### src/design/rct_cfg.svh
// Constants of the reset cause and time-out sequencer
`ifndef RCT_CFG_SVH
`define RCT_CFG_SVH

// -------------------------------------------------------------
// Timing
// -------------------------------------------------------------
`define RCT_CLK_MHZ        250
`define RCT_POWERUP_TIMER_MS        72
`define RCT_OST_PERIODS    1024
`define RCT_CNT_W          25

// -------------------------------------------------------------
// Program counter
// -------------------------------------------------------------
`define RCT_PC_W           13
`define RCT_PC_RESET       13'h0000
`define RCT_PC_IRQ_VEC     13'h0004
`define RCT_PC_STEP        13'h0001

// -------------------------------------------------------------
// Register offsets (byte addresses)
// -------------------------------------------------------------
`define RCT_ADDR_W         8
`define RCT_OFF_PRS        8'h00
`define RCT_OFF_STATUS     8'h04
`define RCT_OFF_OPTION     8'h08
`define RCT_OFF_PORTDIR    8'h0c
`define RCT_OFF_IRQCTL     8'h10
`define RCT_OFF_EVT        8'h14
`define RCT_OFF_MASK       8'h18
`define RCT_OFF_SEQ        8'h1c

// -------------------------------------------------------------
// Field positions, masks and reset patterns
// -------------------------------------------------------------
`define RCT_PRS_BOR        0
`define RCT_PRS_POR        1
`define RCT_ST_TO          4
`define RCT_ST_PD          3
`define RCT_ST_LOW_MASK    8'h07
`define RCT_ST_KEEP5_MASK  8'h1f
`define RCT_ST_SW_MASK     8'he7
`define RCT_ST_POR         8'h18
`define RCT_ST_BOR_SET     8'h18
`define RCT_ST_MASTER_CLEAR_PIN_SLP    8'h10
`define RCT_ST_WDT_SET     8'h08
`define RCT_OPTION_RST     8'hff
`define RCT_PORTDIR_RST    8'hff
`define RCT_IRQCTL_RST     8'h00
`define RCT_IRQCTL_KEEP    8'h01
`define RCT_IRQCTL_FLAGS   8'h07
`define RCT_EVT_W          6
`define RCT_EVT_POR        0
`define RCT_EVT_BOR        1
`define RCT_EVT_MASTER_CLEAR_PIN       2
`define RCT_EVT_WDT_RST    3
`define RCT_EVT_WDT_WAKE   4
`define RCT_EVT_IRQ_WAKE   5
`define RCT_EVT_RST        6'h01
`define RCT_OSC_RC         2'b11

`endif

### src/design/rct_pkg.sv
// Types of the reset cause and time-out sequencer
`include "rct_cfg.svh"
package rct_pkg;

  typedef enum logic [2:0] {ST_POR, ST_BOR, ST_POWERUP_TIMER, ST_OST, ST_WDT, ST_RUN} rct_seq_t;

  typedef struct packed {
    logic                    psel;
    logic                    penable;
    logic                    pwrite;
    logic [`RCT_ADDR_W-1:0]  paddr;
    logic [31:0]             pwdata;
  } rct_apb_req_t;

  typedef struct packed {
    logic        pready;
    logic        pslverr;
    logic [31:0] prdata;
  } rct_apb_rsp_t;

  typedef struct packed {
    rct_seq_t               seq;
    logic [`RCT_CNT_W-1:0]  cnt;
    logic                   master_clear_pin_s1;
    logic                   master_clear_pin_s2;
    logic                   master_clear_pin_low_d;
    logic                   bor_s1;
    logic                   bor_s2;
    logic                   osc_s1;
    logic                   osc_s2;
    logic                   osc_s3;
    logic                   sleeping;
    logic                   ost_after;
    logic                   hold;
    logic                   pc_pend;
    logic                   pc_load;
    logic [`RCT_PC_W-1:0]   pc_target;
    logic [1:0]             prs;
    logic [7:0]             status;
    logic [7:0]             option;
    logic [7:0]             port_dir;
    logic [7:0]             irq_ctrl;
    logic [`RCT_EVT_W-1:0]  evt;
    logic [`RCT_EVT_W-1:0]  mask;
    logic                   irq;
    rct_apb_rsp_t           rsp;
  } rct_state_t;

endpackage

### src/design/rct_reset_cause.sv
// Reset cause recorder and reset time-out sequencer with APB registers
`timescale 1ns/1ns
`include "rct_cfg.svh"

module rct_reset_cause
  import rct_pkg::*;
#(
  parameter int unsigned POWERUP_TIMER_CYCLES  = `RCT_POWERUP_TIMER_MS * `RCT_CLK_MHZ * 1000,
  parameter int unsigned OST_PERIODS  = `RCT_OST_PERIODS,
  parameter bit          HAS_BOR_FLAG = 1'b1,
  parameter bit          HAS_POR_FLAG = 1'b1
)
(
  input  wire logic                   ref_clk_i,
  input  wire logic                   rst_n_i,
  input  wire rct_apb_req_t           apb_req_i,
  output rct_apb_rsp_t                apb_rsp_o,
  input  wire logic                   master_clear_pin_n_i,
  input  wire logic                   brownout_det_i,
  input  wire logic                   osc_clk_i,
  input  wire logic [1:0]             osc_mode_i,
  input  wire logic                   powerup_timer_disable_n_i,
  input  wire logic                   brownout_detect_enable_i,
  input  wire logic                   watchdog_timeout_i,
  input  wire logic                   irq_wake_i,
  input  wire logic [7:0]             irq_flags_i,
  input  wire logic                   global_irq_enable_i,
  input  wire logic                   sleep_enter_i,
  input  wire logic [`RCT_PC_W-1:0]   pc_i,
  output logic                        core_reset_o,
  output logic                        pc_load_o,
  output logic [`RCT_PC_W-1:0]        pc_value_o,
  output logic [7:0]                  status_o,
  output logic [7:0]                  option_o,
  output logic [7:0]                  port_dir_o,
  output logic [7:0]                  irq_ctrl_o,
  output logic                        irq_o
);

  // -------------------------------------------------------------
  // Parameter checks
  // -------------------------------------------------------------
  if (POWERUP_TIMER_CYCLES < 1 || POWERUP_TIMER_CYCLES >= (1 << `RCT_CNT_W))
    $error("POWERUP_TIMER_CYCLES does not fit the time-out counter");
  if (OST_PERIODS < 1 || OST_PERIODS >= (1 << `RCT_CNT_W))
    $error("OST_PERIODS does not fit the time-out counter");

  localparam logic [`RCT_CNT_W-1:0] POWERUP_TIMER_LAST = `RCT_CNT_W'(POWERUP_TIMER_CYCLES - 1);
  localparam logic [`RCT_CNT_W-1:0] OST_LAST  = `RCT_CNT_W'(OST_PERIODS - 1);
  localparam logic [1:0]            PRS_IMPL  = {HAS_POR_FLAG, HAS_BOR_FLAG};

  rct_state_t s_r;
  rct_state_t s_nxt;

  logic                  apb_acc;
  logic                  apb_wr;
  logic                  master_clear_pin_low;
  logic                  bor_act;
  logic                  osc_edge;
  logic                  crystal;
  logic                  powerup_timer_on;
  logic                  in_run;
  logic                  wake;
  logic [`RCT_EVT_W-1:0] ev;
  logic [`RCT_EVT_W-1:0] w1c;
  logic [7:0]            wdat;

  // -------------------------------------------------------------
  // Next state
  // -------------------------------------------------------------
  always_comb
  begin
    s_nxt    = s_r;
    ev       = '0;
    w1c      = '0;
    wake     = 1'b0;
    wdat     = apb_req_i.pwdata[7:0];
    apb_acc  = apb_req_i.psel & apb_req_i.penable;
    apb_wr   = apb_acc & s_r.rsp.pready & apb_req_i.pwrite;

    // Clear and brown-out pins pass two flops, only the second looked at; the oscillator passes three for edges
    s_nxt.master_clear_pin_s1    = master_clear_pin_n_i;
    s_nxt.master_clear_pin_s2    = s_r.master_clear_pin_s1;
    s_nxt.bor_s1     = brownout_det_i;
    s_nxt.bor_s2     = s_r.bor_s1;
    s_nxt.osc_s1     = osc_clk_i;
    s_nxt.osc_s2     = s_r.osc_s1;
    s_nxt.osc_s3     = s_r.osc_s2;
    master_clear_pin_low         = ~s_r.master_clear_pin_s2;
    bor_act          = brownout_detect_enable_i & s_r.bor_s2;
    osc_edge         = s_r.osc_s2 & ~s_r.osc_s3;
    s_nxt.master_clear_pin_low_d = master_clear_pin_low;
    crystal          = (osc_mode_i != `RCT_OSC_RC);
    powerup_timer_on          = ~powerup_timer_disable_n_i | brownout_detect_enable_i;
    in_run           = (s_r.seq == ST_RUN);

    // APB: one wait state, read data captured with pready
    s_nxt.rsp.pready  = apb_acc & ~s_r.rsp.pready;
    s_nxt.rsp.pslverr = 1'b0;
    s_nxt.rsp.prdata  = '0;
    if (s_nxt.rsp.pready)
    begin
      unique case (apb_req_i.paddr)
        `RCT_OFF_PRS:     s_nxt.rsp.prdata[1:0] = s_r.prs & PRS_IMPL;
        `RCT_OFF_STATUS:  s_nxt.rsp.prdata[7:0] = s_r.status;
        `RCT_OFF_OPTION:  s_nxt.rsp.prdata[7:0] = s_r.option;
        `RCT_OFF_PORTDIR: s_nxt.rsp.prdata[7:0] = s_r.port_dir;
        `RCT_OFF_IRQCTL:  s_nxt.rsp.prdata[7:0] = s_r.irq_ctrl;
        `RCT_OFF_EVT:     s_nxt.rsp.prdata[`RCT_EVT_W-1:0] = s_r.evt;
        `RCT_OFF_MASK:    s_nxt.rsp.prdata[`RCT_EVT_W-1:0] = s_r.mask;
        `RCT_OFF_SEQ:     s_nxt.rsp.prdata[3:0] = {s_r.hold, s_r.seq};
        default:          s_nxt.rsp.pslverr = 1'b1;
      endcase
    end

    // Software writes; hardware events below override them
    if (apb_wr)
    begin
      unique case (apb_req_i.paddr)
        `RCT_OFF_PRS:     s_nxt.prs = wdat[1:0] & PRS_IMPL;
        `RCT_OFF_STATUS:  s_nxt.status = (wdat & `RCT_ST_SW_MASK)
                                       | (s_r.status & ~`RCT_ST_SW_MASK);
        `RCT_OFF_OPTION:  s_nxt.option = wdat;
        `RCT_OFF_PORTDIR: s_nxt.port_dir = wdat;
        `RCT_OFF_IRQCTL:  s_nxt.irq_ctrl = wdat;
        `RCT_OFF_EVT:     w1c = wdat[`RCT_EVT_W-1:0];
        `RCT_OFF_MASK:    s_nxt.mask = wdat[`RCT_EVT_W-1:0];
        default:          ;
      endcase
    end

    // Time-out sequencer
    unique case (s_r.seq)
      ST_POR:
      begin
        s_nxt.cnt       = '0;
        s_nxt.ost_after = crystal;
        if (powerup_timer_on)
          s_nxt.seq = ST_POWERUP_TIMER;
        else if (crystal)
          s_nxt.seq = ST_OST;
        else
          s_nxt.seq = ST_RUN;
      end
      ST_BOR:
      begin
        s_nxt.cnt = '0;
        if (!bor_act)
          s_nxt.seq = ST_POWERUP_TIMER;
      end
      ST_POWERUP_TIMER:
      begin
        if (s_r.cnt == POWERUP_TIMER_LAST)
        begin
          s_nxt.cnt = '0;
          s_nxt.seq = s_r.ost_after ? ST_OST : ST_RUN;
        end
        else
          s_nxt.cnt = s_r.cnt + 1'b1;
      end
      ST_OST:
      begin
        // Counts oscillator edges, not system clocks
        if (osc_edge)
        begin
          if (s_r.cnt == OST_LAST)
            s_nxt.seq = ST_RUN;
          else
            s_nxt.cnt = s_r.cnt + 1'b1;
        end
      end
      ST_WDT:  s_nxt.seq = ST_RUN;
      ST_RUN:  ;
    endcase

    // Reset and wake events, brown-out first
    if (bor_act && s_r.seq != ST_BOR)
    begin
      // Also restarts a power-up delay that was cut short
      s_nxt.seq          = ST_BOR;
      s_nxt.ost_after    = crystal;
      s_nxt.prs[`RCT_PRS_BOR] = 1'b0;
      s_nxt.status       = (s_r.status & `RCT_ST_LOW_MASK) | `RCT_ST_BOR_SET;
      s_nxt.option       = `RCT_OPTION_RST;
      s_nxt.port_dir     = `RCT_PORTDIR_RST;
      s_nxt.irq_ctrl     = (s_r.irq_ctrl & `RCT_IRQCTL_KEEP) | `RCT_IRQCTL_RST;
      s_nxt.pc_target    = `RCT_PC_RESET;
      s_nxt.pc_pend      = 1'b1;
      s_nxt.sleeping     = 1'b0;
      ev[`RCT_EVT_BOR]   = 1'b1;
    end
    else if (master_clear_pin_low && !s_r.master_clear_pin_low_d && in_run)
    begin
      if (s_r.sleeping)
        s_nxt.status = (s_r.status & `RCT_ST_LOW_MASK) | `RCT_ST_MASTER_CLEAR_PIN_SLP;
      else
        s_nxt.status = s_r.status & `RCT_ST_KEEP5_MASK;
      s_nxt.option       = `RCT_OPTION_RST;
      s_nxt.port_dir     = `RCT_PORTDIR_RST;
      s_nxt.irq_ctrl     = (s_r.irq_ctrl & `RCT_IRQCTL_KEEP) | `RCT_IRQCTL_RST;
      s_nxt.pc_target    = `RCT_PC_RESET;
      s_nxt.pc_pend      = 1'b1;
      s_nxt.sleeping     = 1'b0;
      ev[`RCT_EVT_MASTER_CLEAR_PIN]  = 1'b1;
    end
    else if (watchdog_timeout_i && in_run)
    begin
      if (s_r.sleeping)
      begin
        s_nxt.status = s_r.status & ~(8'h01 << `RCT_ST_TO) & ~(8'h01 << `RCT_ST_PD);
        s_nxt.pc_target        = pc_i + `RCT_PC_STEP;
        wake                   = 1'b1;
        ev[`RCT_EVT_WDT_WAKE]  = 1'b1;
      end
      else
      begin
        s_nxt.seq              = ST_WDT;
        s_nxt.status           = (s_r.status & `RCT_ST_LOW_MASK) | `RCT_ST_WDT_SET;
        s_nxt.option           = `RCT_OPTION_RST;
        s_nxt.port_dir         = `RCT_PORTDIR_RST;
        s_nxt.irq_ctrl         = (s_r.irq_ctrl & `RCT_IRQCTL_KEEP) | `RCT_IRQCTL_RST;
        s_nxt.pc_target        = `RCT_PC_RESET;
        ev[`RCT_EVT_WDT_RST]   = 1'b1;
      end
      s_nxt.pc_pend  = 1'b1;
      s_nxt.sleeping = 1'b0;
    end
    else if (irq_wake_i && s_r.sleeping && in_run)
    begin
      s_nxt.status = (s_r.status & ~(8'h01 << `RCT_ST_PD)) | (8'h01 << `RCT_ST_TO);
      s_nxt.pc_target = global_irq_enable_i ? `RCT_PC_IRQ_VEC : pc_i + `RCT_PC_STEP;
      s_nxt.pc_pend         = 1'b1;
      s_nxt.sleeping        = 1'b0;
      wake                  = 1'b1;
      ev[`RCT_EVT_IRQ_WAKE] = 1'b1;
    end
    else if (sleep_enter_i && in_run && !s_r.sleeping)
    begin
      // Entering sleep marks power-down and sets time-out
      s_nxt.sleeping = 1'b1;
      s_nxt.status   = (s_r.status & ~(8'h01 << `RCT_ST_PD)) | (8'h01 << `RCT_ST_TO);
    end

    // Wakes keep registers but take the waking irq flags
    if (wake)
    begin
      s_nxt.irq_ctrl = s_r.irq_ctrl | (irq_flags_i & `RCT_IRQCTL_FLAGS);
      s_nxt.cnt      = '0;
      if (crystal)
        s_nxt.seq = ST_OST;
    end

    // Core held while sequencing or while the pin is low
    s_nxt.hold    = (s_nxt.seq != ST_RUN) | master_clear_pin_low;
    s_nxt.pc_load = s_nxt.pc_pend & ~s_nxt.hold;
    if (s_nxt.pc_load)
      s_nxt.pc_pend = 1'b0;

    // Sticky events: a new event beats a clear in the same cycle
    s_nxt.evt = (s_r.evt & ~w1c) | ev;
    s_nxt.irq = |(s_nxt.evt & s_nxt.mask);
  end

  // -------------------------------------------------------------
  // State register
  // -------------------------------------------------------------
  always_ff @(posedge ref_clk_i)
  begin
    if (!rst_n_i)
    begin
      // Power-on: flags cleared, time-out and power-down set
      s_r            <= '0;
      s_r.seq        <= ST_POR;
      s_r.master_clear_pin_s1    <= 1'b1;
      s_r.master_clear_pin_s2    <= 1'b1;
      s_r.hold       <= 1'b1;
      s_r.pc_pend    <= 1'b1;
      s_r.pc_target  <= `RCT_PC_RESET;
      s_r.prs        <= '0;
      s_r.status     <= `RCT_ST_POR;
      s_r.option     <= `RCT_OPTION_RST;
      s_r.port_dir   <= `RCT_PORTDIR_RST;
      s_r.irq_ctrl   <= `RCT_IRQCTL_RST;
      s_r.evt        <= `RCT_EVT_RST;
    end
    else
      s_r <= s_nxt;
  end

  // -------------------------------------------------------------
  // Outputs, all straight from the state register
  // -------------------------------------------------------------
  assign apb_rsp_o    = s_r.rsp;
  assign core_reset_o = s_r.hold;
  assign pc_load_o    = s_r.pc_load;
  assign pc_value_o   = s_r.pc_target;
  assign status_o     = s_r.status;
  assign option_o     = s_r.option;
  assign port_dir_o   = s_r.port_dir;
  assign irq_ctrl_o   = s_r.irq_ctrl;
  assign irq_o        = s_r.irq;

endmodule

### config.mk
export PLATFORM = sky130hd
export DESIGN_NAME = rct_reset_cause
export DESIGN_NICKNAME = d
export VERILOG_FILES = /design/src/design/rct_pkg.sv /design/src/design/rct_reset_cause.sv
export VERILOG_INCLUDE_DIRS = /design/src /design/src/design
export SDC_FILE = /design/constraint.sdc
export NUM_CORES = 1
export LEC_CHECK = 0
export BUFFER_PORTS_ARGS = -buffer_cell sky130_fd_sc_hd__buf_2
export CAP_MARGIN = 30
export CORE_ASPECT_RATIO = 1.2
export CORE_MARGIN = 2
export CORE_UTILIZATION = 57
export DETAILED_ROUTE_END_ITERATION = 6
export PLACE_DENSITY = 0.86
export SYNTH_ARGS = -nofsm -noshare
export SYNTH_HDL_FRONTEND = slang
export SYNTH_SLANG_ARGS = --single-unit
### constraint.sdc
create_clock -name ref_clk_i -period 3.9 [get_ports ref_clk_i]
set_clock_uncertainty 0.15 [all_clocks]
set_input_delay 0.39 -clock ref_clk_i [delete_from_list [all_inputs] [get_ports ref_clk_i]]
set_output_delay 0.39 -clock ref_clk_i [all_outputs]
set_load 0.05 [all_outputs]
==> metrics.md, run 1 <==
| Metric | Value |
|---|---|
| Status | completed |
| Arrival @ worst endpoint | 3.02 ns |
| Initial antenna violation count | 0 |
| H-tree depth | 3 |
| Finish-stage setup viols | 0 |
| Setup slack at placement | approximately 0.86 ns |
| ANT nets after route | 0 |
| Fin crit period | ~3 ns |
| WHS | about 0.081 ns |
| Resized cells post-CTS | 0 |
| Main flop type after synthesis | dfxtp_1 |
| First-pass GRT wire length | about 24,000 um |
| CTS tree | built |
| Hpwl dp | approximately 11,000 um |
| Vias/cell | 5.96 |
| Peak supply drop | between 0.15 and 0.2 mV |
| Highest achievable clock rate | around 340 MHz |
| Async SR Flop Fraction | 0% |
| Largest fanout on the critical path | 17 |
| CTS Buffer Depth | 2 |
| Max-slew violations | 0 |
| Post-synth EDFFs | 0 |
| I/O Buffers | ~110 |
| Register area share after synthesis | 37.3% |
| Tot GR Track Use | 26.8% |
| Worst path required time | between 3 and 4 ns |
| Post-CTS Setup Bufs | 0 |
| Top post-synthesis cells by count | dfxtp_1 (111), nand2_1 (84), buf_4 (81) |
| Starting Density | 58.9% |
| Worst slew pin tran | ~0.89 ns |
| Fin worst setup slack | 0.934 ns |
| Nets@finish | 841 |
| First-pass DRT Iterations | 5 |
| Fin Setup TNS | 0 ns |
| Fill cells | 919 |
| Cts hold-fix bufs | 0 |
| Max Cap Viol | 0 |
| Yosys cell types | 66 |
| Placer congestion estimate | 0.975 |
| Clk pin slew, worst setup/hold paths | around 0.07 ns |
| Final wirelength | around 15,000 um |
| Chip width | between 90 and 100 um |
| Hold Path Class | input pin to flip-flop |
| Mean post-synth cell area | just over 8 um2 |
| Die ar. | 11,300 um2 |
| Final period utilization | about three quarters |
| Critical path startpoint category | flip-flop |
| Pin count of the biggest net entering global routing | 26 |
| Leak pwr | 2.50 nW |
| CTS Buf Count | 9 |
| Core area | between 10,000 and 15,000 um2 |
| Synth area leaders | dfxtp_1 (37%), buf_4 (10%), nand2_1 (5.3%), mux2i_1 (4.7%), nor2_1 (4.4%) |
| N_diodes | 0 |
| Clk Latency, worst-skew pair | about 0.36 ns |
| Synthesized instance count | 728 |
| Vias in the first global route | about 5,000 |
| Max_slew headroom | between 40% and 50% |
| Area growth syn-to-layout | 6.60% |
| Sink Count | 111 |
| Grt ovf | 0 |
| Die Y | around 120 um |
| Most common cell in the netlist | dfxtp_1 |
| Final hold violation count | 0 |
| CP Capture Type | flip-flop |
| Post-synthesis sequential element count | 111 |
| Pwr/cell area | between 300 and 400 nW/um2 |
| # IOs | about 160 |
| Iteration-0 DRC Markers | 392 |
| Synth top area share | 37.3% |
| DRC Markers | 0 |
| Row Count | 40 |
| Share of cells above drive strength 1 | between 10% and 20% |
| Wirelength per Cell | 17.1 um |
| Mapped Area | just under 6000 um2 |
| Via count | 5,324 |
| Setup Crit Path Kind | flip-flop to flip-flop |
| RSZ-0062 raised after global routing | no |
| CTS Root Cell | clkbuf_16 |
| Yosys top cell by area | dfxtp_1 |
| Synth warnings | 0 |
[cells in the final DEF (no fill, tap or decap), types with 3 or more instances in the layout]
| cell type | n |
|---|---|
| nand4b_1 | 3 |
| o31ai_1 | 5 |
| inv_1 | 13 |
| nand3_1 | 43 |
| or3_1 | 12 |
| nor2_1 | 70 |
| a211oi_1 | 9 |
| buf_4 | 5 |
| xnor2_1 | 19 |
| nand2b_1 | 8 |
| a221oi_1 | 3 |
| dfxtp_1 | 111 |
| or2_2 | 6 |
| a21oi_1 | 46 |
| nor3_1 | 12 |
| buf_2 | 105 |
| nor2b_1 | 5 |
| and3_1 | 14 |
| a22oi_1 | 4 |
| nand2_1 | 84 |
| nor4_1 | 7 |
| and2_1 | 11 |
| mux2i_1 | 28 |
| clkbuf_1 | 4 |
| xor2_1 | 7 |
| nand3b_1 | 3 |
| nand4_1 | 10 |
| o21ai_0 | 29 |
| conb_1 | 24 |
| mux2_2 | 3 |
| clkbuf_16 | 9 |
| o22ai_1 | 8 |
[report_power, final]
part | leakage, nW | internal [mW] | switching (mW)
Clock | 0.144 | 0.564 | 0.400
Combinational | 1.46 | 0.0598 | 0.163
Sequential | 0.898 | 1.14 | 0.0132
Total | 2.50 | 1.77 | 0.576
[state kept, by name, indices dropped and copies added, names as in the netlist]
register      cells
s_r              49
pc_value_o       13
apb_rsp_o        10
irq_ctrl_o        8
option_o          8
port_dir_o        8
status_o          8
s_nxt             4
core_reset_o      1
irq_o             1
pc_load_o         1
[logic make-up (layout without fill, tap and decap cells)]
group / after synthesis / after routing / synth area share (%)
buffers and inverters: 123 / 139 / 12.9
AND/OR/NAND/NOR: 304 / 304 / 25.8
adder cells (fa/ha/maj): 2 / 2 / 0.420
other: 1 / 24 / 0.0630
multiplexers: 33 / 33 / 6.03
AO/OA/AOI/OAI: 128 / 128 / 13.7
flip-flops: 111 / 111 / 37.3
XOR/XNOR: 26 / 26 / 3.82
[stage by stage]
| stage | area, um2 | total power, mW | utilization (%) | cells |
|---|---|---|---|---|
| after global placement | 6040 | 1.39 | 59.8 | 877 |
| after CTS | 6350 | 2.35 | 62.8 | 893 |
| after floorplan | 6040 | 1.35 | - | 751 |
| after detailed placement | 6040 | 1.40 | 59.8 | 877 |
| final | 6350 | 2.34 | 62.8 | 893 |
| after global routing | 6350 | 2.41 | 62.8 | 893 |
[worst max-delay path, cell delays in order (launching register included)]
cell and delay [ns]:
dfxtp_1 0.70, and3b_1 0.47, o21ai_0 0.29, and3_1 0.49
o211ai_1 0.50, o21ai_0 0.21
[final cells by class]
type	count	area (um2)	share of cell area, %
Clock buffer	13	240	3.78
Clock inverter	3	67.6	1.06
Inverter	13	48.8	0.768
Multi-Input combinational cell	517	3050	48.0
Sequential cell	111	2220	35.0
Tap cell	126	158	2.48
Timing Repair Buffer	110	563	8.87
[path summary, 6_finish.rpt]
| check | startpoint | end | slack, ns | depth (start not counted) |
|---|---|---|---|---|
| max | s_r[134]$_SDFF_PN0_ | pc_value_o[7]$_SDFFE_PP0P_ | 0.93 | 5 |
| min | master_clear_pin_n_i | s_nxt[105]$_SDFF_PN1_ | 0.08 | 2 |
| max reg2reg | s_r[134]$_SDFF_PN0_ | pc_value_o[7]$_SDFFE_PP0P_ | 0.93 | 5 |
| min reg2reg | s_nxt[105]$_SDFF_PN1_ | s_r[105]$_SDFF_PN1_ | 0.27 | 1 |
[routing by layer]
| metal | GRT usage [%] | share of wire, % | up-vias |
|---|---|---|---|
| li1 | - | - | 2518 |
| met1 | 30.1 | 39 | 2558 |
| met2 | 49.4 | 52 | 208 |
| met3 | 4.52 | 6.0 | 40 |
| met4 | 13.5 | 3.3 | 0 |
| met5 | 0 | 0 | - |
Power figures use the tool's default switching activity.
==> inputs of run 2 (changes only) <==
Settings changed: CORE_UTILIZATION 57 to 53, PLACE_DENSITY 0.86 to 0.8.
Clock period 3.9 ns to 3.11 ns, I/O delays scaled along.
==> run 2 against run 1 <==
Compared with the run above:
- register-to-register slack worse by 0.54 ns
- first-iteration DRC count up 27%
- wire length grew 1.2%
- die area is 7.3% higher
- combinational power rose by 33%
- via count grew 0.79%
==> metrics.md, run 2 (same netlist as run 1, synthesis figures left out) <==
| Metric | Value |
|---|---|
| Share of cells above drive strength 1 | 20.7% (+1.8 points) |
| First-pass GRT wire length | 24,300 um (+0.37%) |
| Critical path startpoint category | flip-flop |
| # IOs | 159 (unchanged) |
| Worst path required time | 3.24 ns (-0.71 ns) |
| Setup Crit Path Kind | flip-flop to flip-flop |
| Nets@finish | 855 (+1.7%) |
| Critical path depth | 8 (+3) |
| CP Capture Type | flip-flop |
| Most frequent cells in the layout | dfxtp_1 (111), buf_2 (105), nand2_1 (84) |
| Largest fanout on the critical path | 11 (-6) |
| Critical Path, Cell by Cell | ha_1 -> and4_1 -> nand4_1 -> o31ai_1 -> buf_4 -> and2_1 -> o21ai_0 -> a21oi_1 |
| Clk pin slew, worst setup/hold paths | 0.08 ns (about the same) |
| Fill cells | 1,006 (+9.5%) |
| Worst slew pin tran | 0.883 ns (-0.00530 ns) |
| Buffers and inverters on the worst path | 1 (+1) |
| Peak supply drop | 0.260 mV (+34%) |
| Commonest non-fill, non-tap cell in the layout | dfxtp_1 |
| Wirelength per Cell | 16.9 um (-1.1%) |
| Hold Path Class | input pin to flip-flop |
| Row Count | 42 (+5.0%) |
| R2R setup slack | 0.39 ns (-0.54 ns) |
| N_diodes | 0 (unchanged) |
| Hold Path End | s_nxt[100]$_SDFF_PN0_ |
| Highest achievable clock rate | 368 MHz (+9.0%) |
| CTS Root Cell | clkbuf_16 |
| Critical path's slowest cell | dfxtp_1 |
| CTS tree | built |
| Max Cap Viol | 0 (unchanged) |
| Core area | 11,000 um2 (+8.6%) |
| Hold Startpoint | osc_clk_i |
| I/O Buffers | 105 (unchanged) |
| First-pass DRT Iterations | 7 (+2) |
| CP top delay family | simple AND/OR/NAND/NOR gates |
| Via count | 5,366 (+0.79%) |
| Layer with the highest usage | met2 |
| Final core occ | 58.7% (-4.1 points) |
| Vias in the first global route | 4,957 (-0.30%) |
| Die Y | 120 um (+3.6%) |
| Grt ovf | 0 (unchanged) |
| Sink Count | 111 (unchanged) |
| Tot GR Track Use | 25.2% (-1.6 points) |
| Final period utilization | 87.5% (+11 points) |
| Starting Density | 54.2% (-4.7 points) |
| GR Layer Usage met1 | 30.3% (+0.16 points) |
| Fin Setup TNS | 0 ns (unchanged) |
| Finish-stage setup viols | 0 (unchanged) |
| CTS Buffer Depth | 2 (unchanged) |
| Cell count of the worst reg-to-reg path | 8 (+3) |
| Hpwl dp | 11,700 um (+2.8%) |
| M3 GR Usage | 6.00% (+1.5 points) |
| Slowest stage delay, CP | 0.38 ns (-0.32 ns) |
| DRC Markers | 0 (unchanged) |
| ANT nets after route | 0 (unchanged) |
| Initial antenna violation count | 0 (unchanged) |
| Iteration-0 DRC Markers | 496 (+27%) |
| Worst hold stages | 2 (unchanged) |
| Final hold violation count | 0 (unchanged) |
| CTS Buf Count | 9 (unchanged) |
| Leak pwr | 2.56 nW (+2.4%) |
| RR Startpoint | s_r[107]$_SDFFE_PP0P_ |
| Final wirelength | 15,400 um (+1.2%) |
| Biggest register | s_r |
| Clk Latency, worst-skew pair | 0.36 ns (about the same) |
| Vias/cell | 5.88 (-1.4%) |
| Pin count of the biggest net entering global routing | 20 (-23%) |
| Number of flip-flops in the largest register | 49 (unchanged) |
| Arrival @ worst endpoint | 2.85 ns (-0.17 ns) |
| Area growth syn-to-layout | 8.23% |
| Pwr/cell area | 445 nW/um2 (+21%) |
| H-tree depth | 3 (unchanged) |
| Status | completed |
| Die ar. | 12,100 um2 (+7.3%) |
| Max-slew violations | 0 (unchanged) |
| Fin crit period | 2.72 ns (-0.245 ns) |
| RR Endpoint | s_r[111]$_SDFFE_PP0P_ |
| Chip width | 101 um (+3.6%) |
| RSZ-0062 raised after global routing | no |
| Met2 global-route usage | 43.2% (-6.2 points) |
| Max_slew headroom | 40.9% (+0.095 points) |
| Placer congestion estimate | 0.928 (-4.8%) |
==> run 2: cell types whose count changed in the layout (fill, tap and decap cells not counted), sizes merged <==
cell / before / now
clkinvlp: 1 / 3
buf: 110 / 123
bufinv: 2 / 0
clkbuf: 13 / 10
dlygate4sd3: 0 / 1
inv: 13 / 16
==> run 2: per-stage QoR <==
step	cell area, um2	total power, mW	hold WS [ns]	worst slack (ns)	cells
2_1_floorplan	6040	1.70	0.236	0.650	751
3_3_place_gp	6150	1.76	0.253	0.451	896
3_5_place_dp	6150	1.76	0.257	0.428	896
4_1_cts	6450	2.88	0.0104	0.463	913
5_1_grt	6450	2.97	0.0131	0.219	913
6_report	6450	2.87	0.0117	0.390	913
==> run 2: how the worst max path moves through the flow <==
stage	end	slack (ns)	startpoint
global placement	irq_o$_SDFF_PN0_	0.45	apb_req_i[33]
detailed placement	irq_o$_SDFF_PN0_	0.43	apb_req_i[33]
floorplan	irq_o$_SDFF_PN0_	0.65	apb_req_i[33]
global route	s_r[111]$_SDFFE_PP0P_	0.22	s_r[107]$_SDFFE_PP0P_
finish	s_r[111]$_SDFFE_PP0P_	0.39	s_r[107]$_SDFFE_PP0P_
CTS	s_r[111]$_SDFFE_PP0P_	0.46	s_r[107]$_SDFFE_PP0P_
==> run 2: power breakdown <==
group	internal [mW]	switching, mW
clock network	0.577	0.557
logic	0.0847	0.210
registers	1.43	0.0101
total	2.09	0.777
==> run 2: cell type report <==
cell class                      count  area (um2)  share of cell area (%)
Clock buffer                       10         239                    3.71
Clock inverter                      6        51.3                   0.796
Inverter                           13        48.8                   0.757
Multi-Input combinational cell    517        3050                    47.3
Sequential cell                   111        2220                    34.5
Tap cell                          132         165                    2.56
Timing Repair Buffer              124         671                    10.4
==> run 2: per-layer routing <==
metal / up-vias / wire (um)
li1: 2535 / -
met1: 2497 / 5900
met2: 295 / 7790
met3: 39 / 1350
met4: 0 / 394
met5: - / 0
==> run 2: repair_timing <==
item,4_1_cts,5_1_grt
hold endpoints to repair,1,0
gates resized for setup,0,0
hold buffers,1,0
setup buffers,0,0
==> inputs of run 3 (changes only) <==
Settings changed: CORE_MARGIN 2 to unset, GPL_TIMING_DRIVEN set to 0.
==> run 3 against run 2 <==
Compared with the run above:
- combinational power up 7.8%
- register-to-register slack lost 0.05 ns
- critical path type unchanged
- via count up 1.8%
- highest routed layer unchanged
- cell count increased by 9.9%
- first-iteration DRC count shrank 29%
==> metrics.md, run 3 (same netlist as run 1, synthesis figures left out) <==
| Metric | Value |
|---|---|
| Status | completed |
| CTS tree | built |
| Arrival @ worst endpoint | 2.85 ns (about the same) |
| Post-CTS Setup Bufs | 0 (unchanged) |
| Iteration-0 DRC Markers | 353 (-29%) |
| Vias in the first global route | 5,045 (+1.8%) |
| Number of flip-flops in the largest register | 49 (unchanged) |
| WHS | 0.0177 ns (+0.00603 ns) |
| Area growth syn-to-layout | 18.0% |
| Row Count | 42 (unchanged) |
| Final wirelength | 15,100 um (-1.9%) |
| Setup slack at placement | 0.236 ns (-0.192 ns) |
| Fin crit period | 2.77 ns (+0.0479 ns) |
| Hold Path Class | input pin to flip-flop |
| Final core occ | 64.0% (+5.3 points) |
| Biggest register | s_r |
| First-pass GRT wire length | 24,600 um (+1.3%) |
| Pwr/cell area | 416 nW/um2 (-6.6%) |
| Commonest non-fill, non-tap cell in the layout | dfxtp_1 |
| Grt ovf | 0 (unchanged) |
| DRC Markers | 0 (unchanged) |
| First-pass DRT Iterations | 6 (-1) |
| # IOs | 159 (unchanged) |
| Fin worst setup slack | 0.342 ns (-0.0479 ns) |
| Vias/cell | 5.44 (-7.4%) |
| Via count | 5,461 (+1.8%) |
| Critical path startpoint category | flip-flop |
| Largest fanout on the critical path | 10 (-1) |
| Leak pwr | 2.93 nW (+15%) |
| Final period utilization | 89.0% (+1.5 points) |
| CTS Root Cell | clkbuf_16 |
| H-tree depth | 3 (unchanged) |
| Critical path's slowest cell | nor4_1 |
| Peak supply drop | 0.334 mV (+28%) |
| Slowest stage delay, CP | 0.73 ns (+0.35 ns) |
| Nets@finish | 945 (+11%) |
| Worst path required time | 3.20 ns (-0.04 ns) |
| Share of cells above drive strength 1 | 25.7% (+5.0 points) |
| CP Capture Type | flip-flop |
| N_diodes | 0 (unchanged) |
| Critical Path, Cell by Cell | nand4b_1 -> nor4_1 -> buf_2 -> nor2_1 -> o21ai_2 -> buf_2 -> nor2_1 |
| Initial antenna violation count | 0 (unchanged) |
| Max-slew violations | 0 (unchanged) |
| Worst slew pin tran | 0.987 ns (+0.105 ns) |
| Most frequent cells in the layout | dfxtp_1 (111), buf_2 (107), nand2_1 (84) |
| I/O Buffers | 102 (-2.9%) |
| Clk Latency, worst-skew pair | 0.35 ns (about the same) |
| Finish-stage setup viols | 0 (unchanged) |
| Clk pin slew, worst setup/hold paths | 0.07 ns (about the same) |
| Buffers and inverters on the worst path | 2 (+1) |
| Max Cap Viol | 0 (unchanged) |
| Starting Density | 54.2% (unchanged) |
| CTS Buffer Depth | 2 (unchanged) |
| Hpwl dp | 11,500 um (-1.8%) |
| CTS Buf Count | 9 (unchanged) |
| RSZ-0062 raised after global routing | no |
| Wirelength per Cell | 15.1 um (-11%) |
| Die Y | 118 um (-1.7%) |
| Pin count of the biggest net entering global routing | 17 (-15%) |
| Setup Crit Path Kind | flip-flop to flip-flop |
| Highest achievable clock rate | 361 MHz (-1.7%) |
| Total power | 2.92 mW (+1.8%) |
| Tot GR Track Use | 26.4% (+1.2 points) |
| Max_slew headroom | 34.2% (-6.7 points) |
| Chip width | 98.8 um (-2.0%) |
| Core area | 11,000 um2 (unchanged) |
| Sink Count | 111 (unchanged) |
| ANT nets after route | 0 (unchanged) |
| Die ar. | 11,700 um2 (-3.6%) |
| Placer congestion estimate | 0.934 (+0.64%) |
| CP top delay family | simple AND/OR/NAND/NOR gates |
| Final hold violation count | 0 (unchanged) |
[run 3: changes by cell type in the layout (fill, tap and decap cells not counted)]
cell        change
buf_2           +2
inv_8           -1
clkinv_2        +1
clkbuf_1       +26
clkinvlp_4      -2
buf_1           +2
inv_6           -2
buf_4          +63
bufinv_16       +1
[run 3: final timing paths]
| check | slack [ns] | to | cells past startpoint | start |
|---|---|---|---|---|
| hold reg to reg | 0.27 | s_r[105]$_SDFF_PN1_ | 1 | s_nxt[105]$_SDFF_PN1_ |
| setup reg to reg | 0.34 | s_r[109]$_SDFFE_PP0P_ | 7 | s_r[134]$_SDFF_PN0_ |
| hold / removal | 0.02 | s_nxt[102]$_SDFF_PN0_ | 2 | brownout_det_i |
| setup / recovery | 0.34 | s_r[109]$_SDFFE_PP0P_ | 7 | s_r[134]$_SDFF_PN0_ |
[run 3: power by group]
group | internal [mW] | switching, mW | total, mW
clock | 0.647 | 0.515 | 1.16
combinational | 0.102 | 0.216 | 0.318
sequential | 1.43 | 0.00884 | 1.44
[run 3: area by class of cell]
class | instances | area, um2
tap | 132 | 165
clock inverter | 3 | 42.5
multi-input combinational | 517 | 3050
buffer | 110 | 722
timing repair buffer | 104 | 526
inverter | 13 | 48.8
sequential | 111 | 2220
fill | 984 | 3960
clock buffer | 13 | 250
[run 3: routing by layer]
layer	vias to the layer above	share of wire, %	track usage [%]
met5	-	0	0
met4	0	2.9	11.6
met3	36	6.5	4.38
met2	202	49	45.3
met1	2503	42	32.4
li1	2720	-	-
[run 3: timing repair]
item / in CTS / in global routing
hold endpoints to repair: 1 / 0
hold buffers: 1 / 0
resized for setup: 0 / 0
[run 3: metrics by stage]
stage | TNS [ns] | area, um2 | std cells
2_1_floorplan | 0 | 6040 | 751
3_3_place_gp | -0.980 | 6720 | 985
3_5_place_dp | 0 | 6720 | 986
4_1_cts | 0 | 7030 | 1003
5_1_grt | 0 | 7030 | 1003
6_report | 0 | 7030 | 1003
[run 3: worst register-to-register path, cell delays in order, from the launching register on]
cell and delay (ns):
dfxtp_1 0.48, nand4b_1 0.25, nor4_1 0.73, buf_2 0.29
nor2_1 0.12, o21ai_2 0.24, buf_2 0.32, nor2_1 0.09
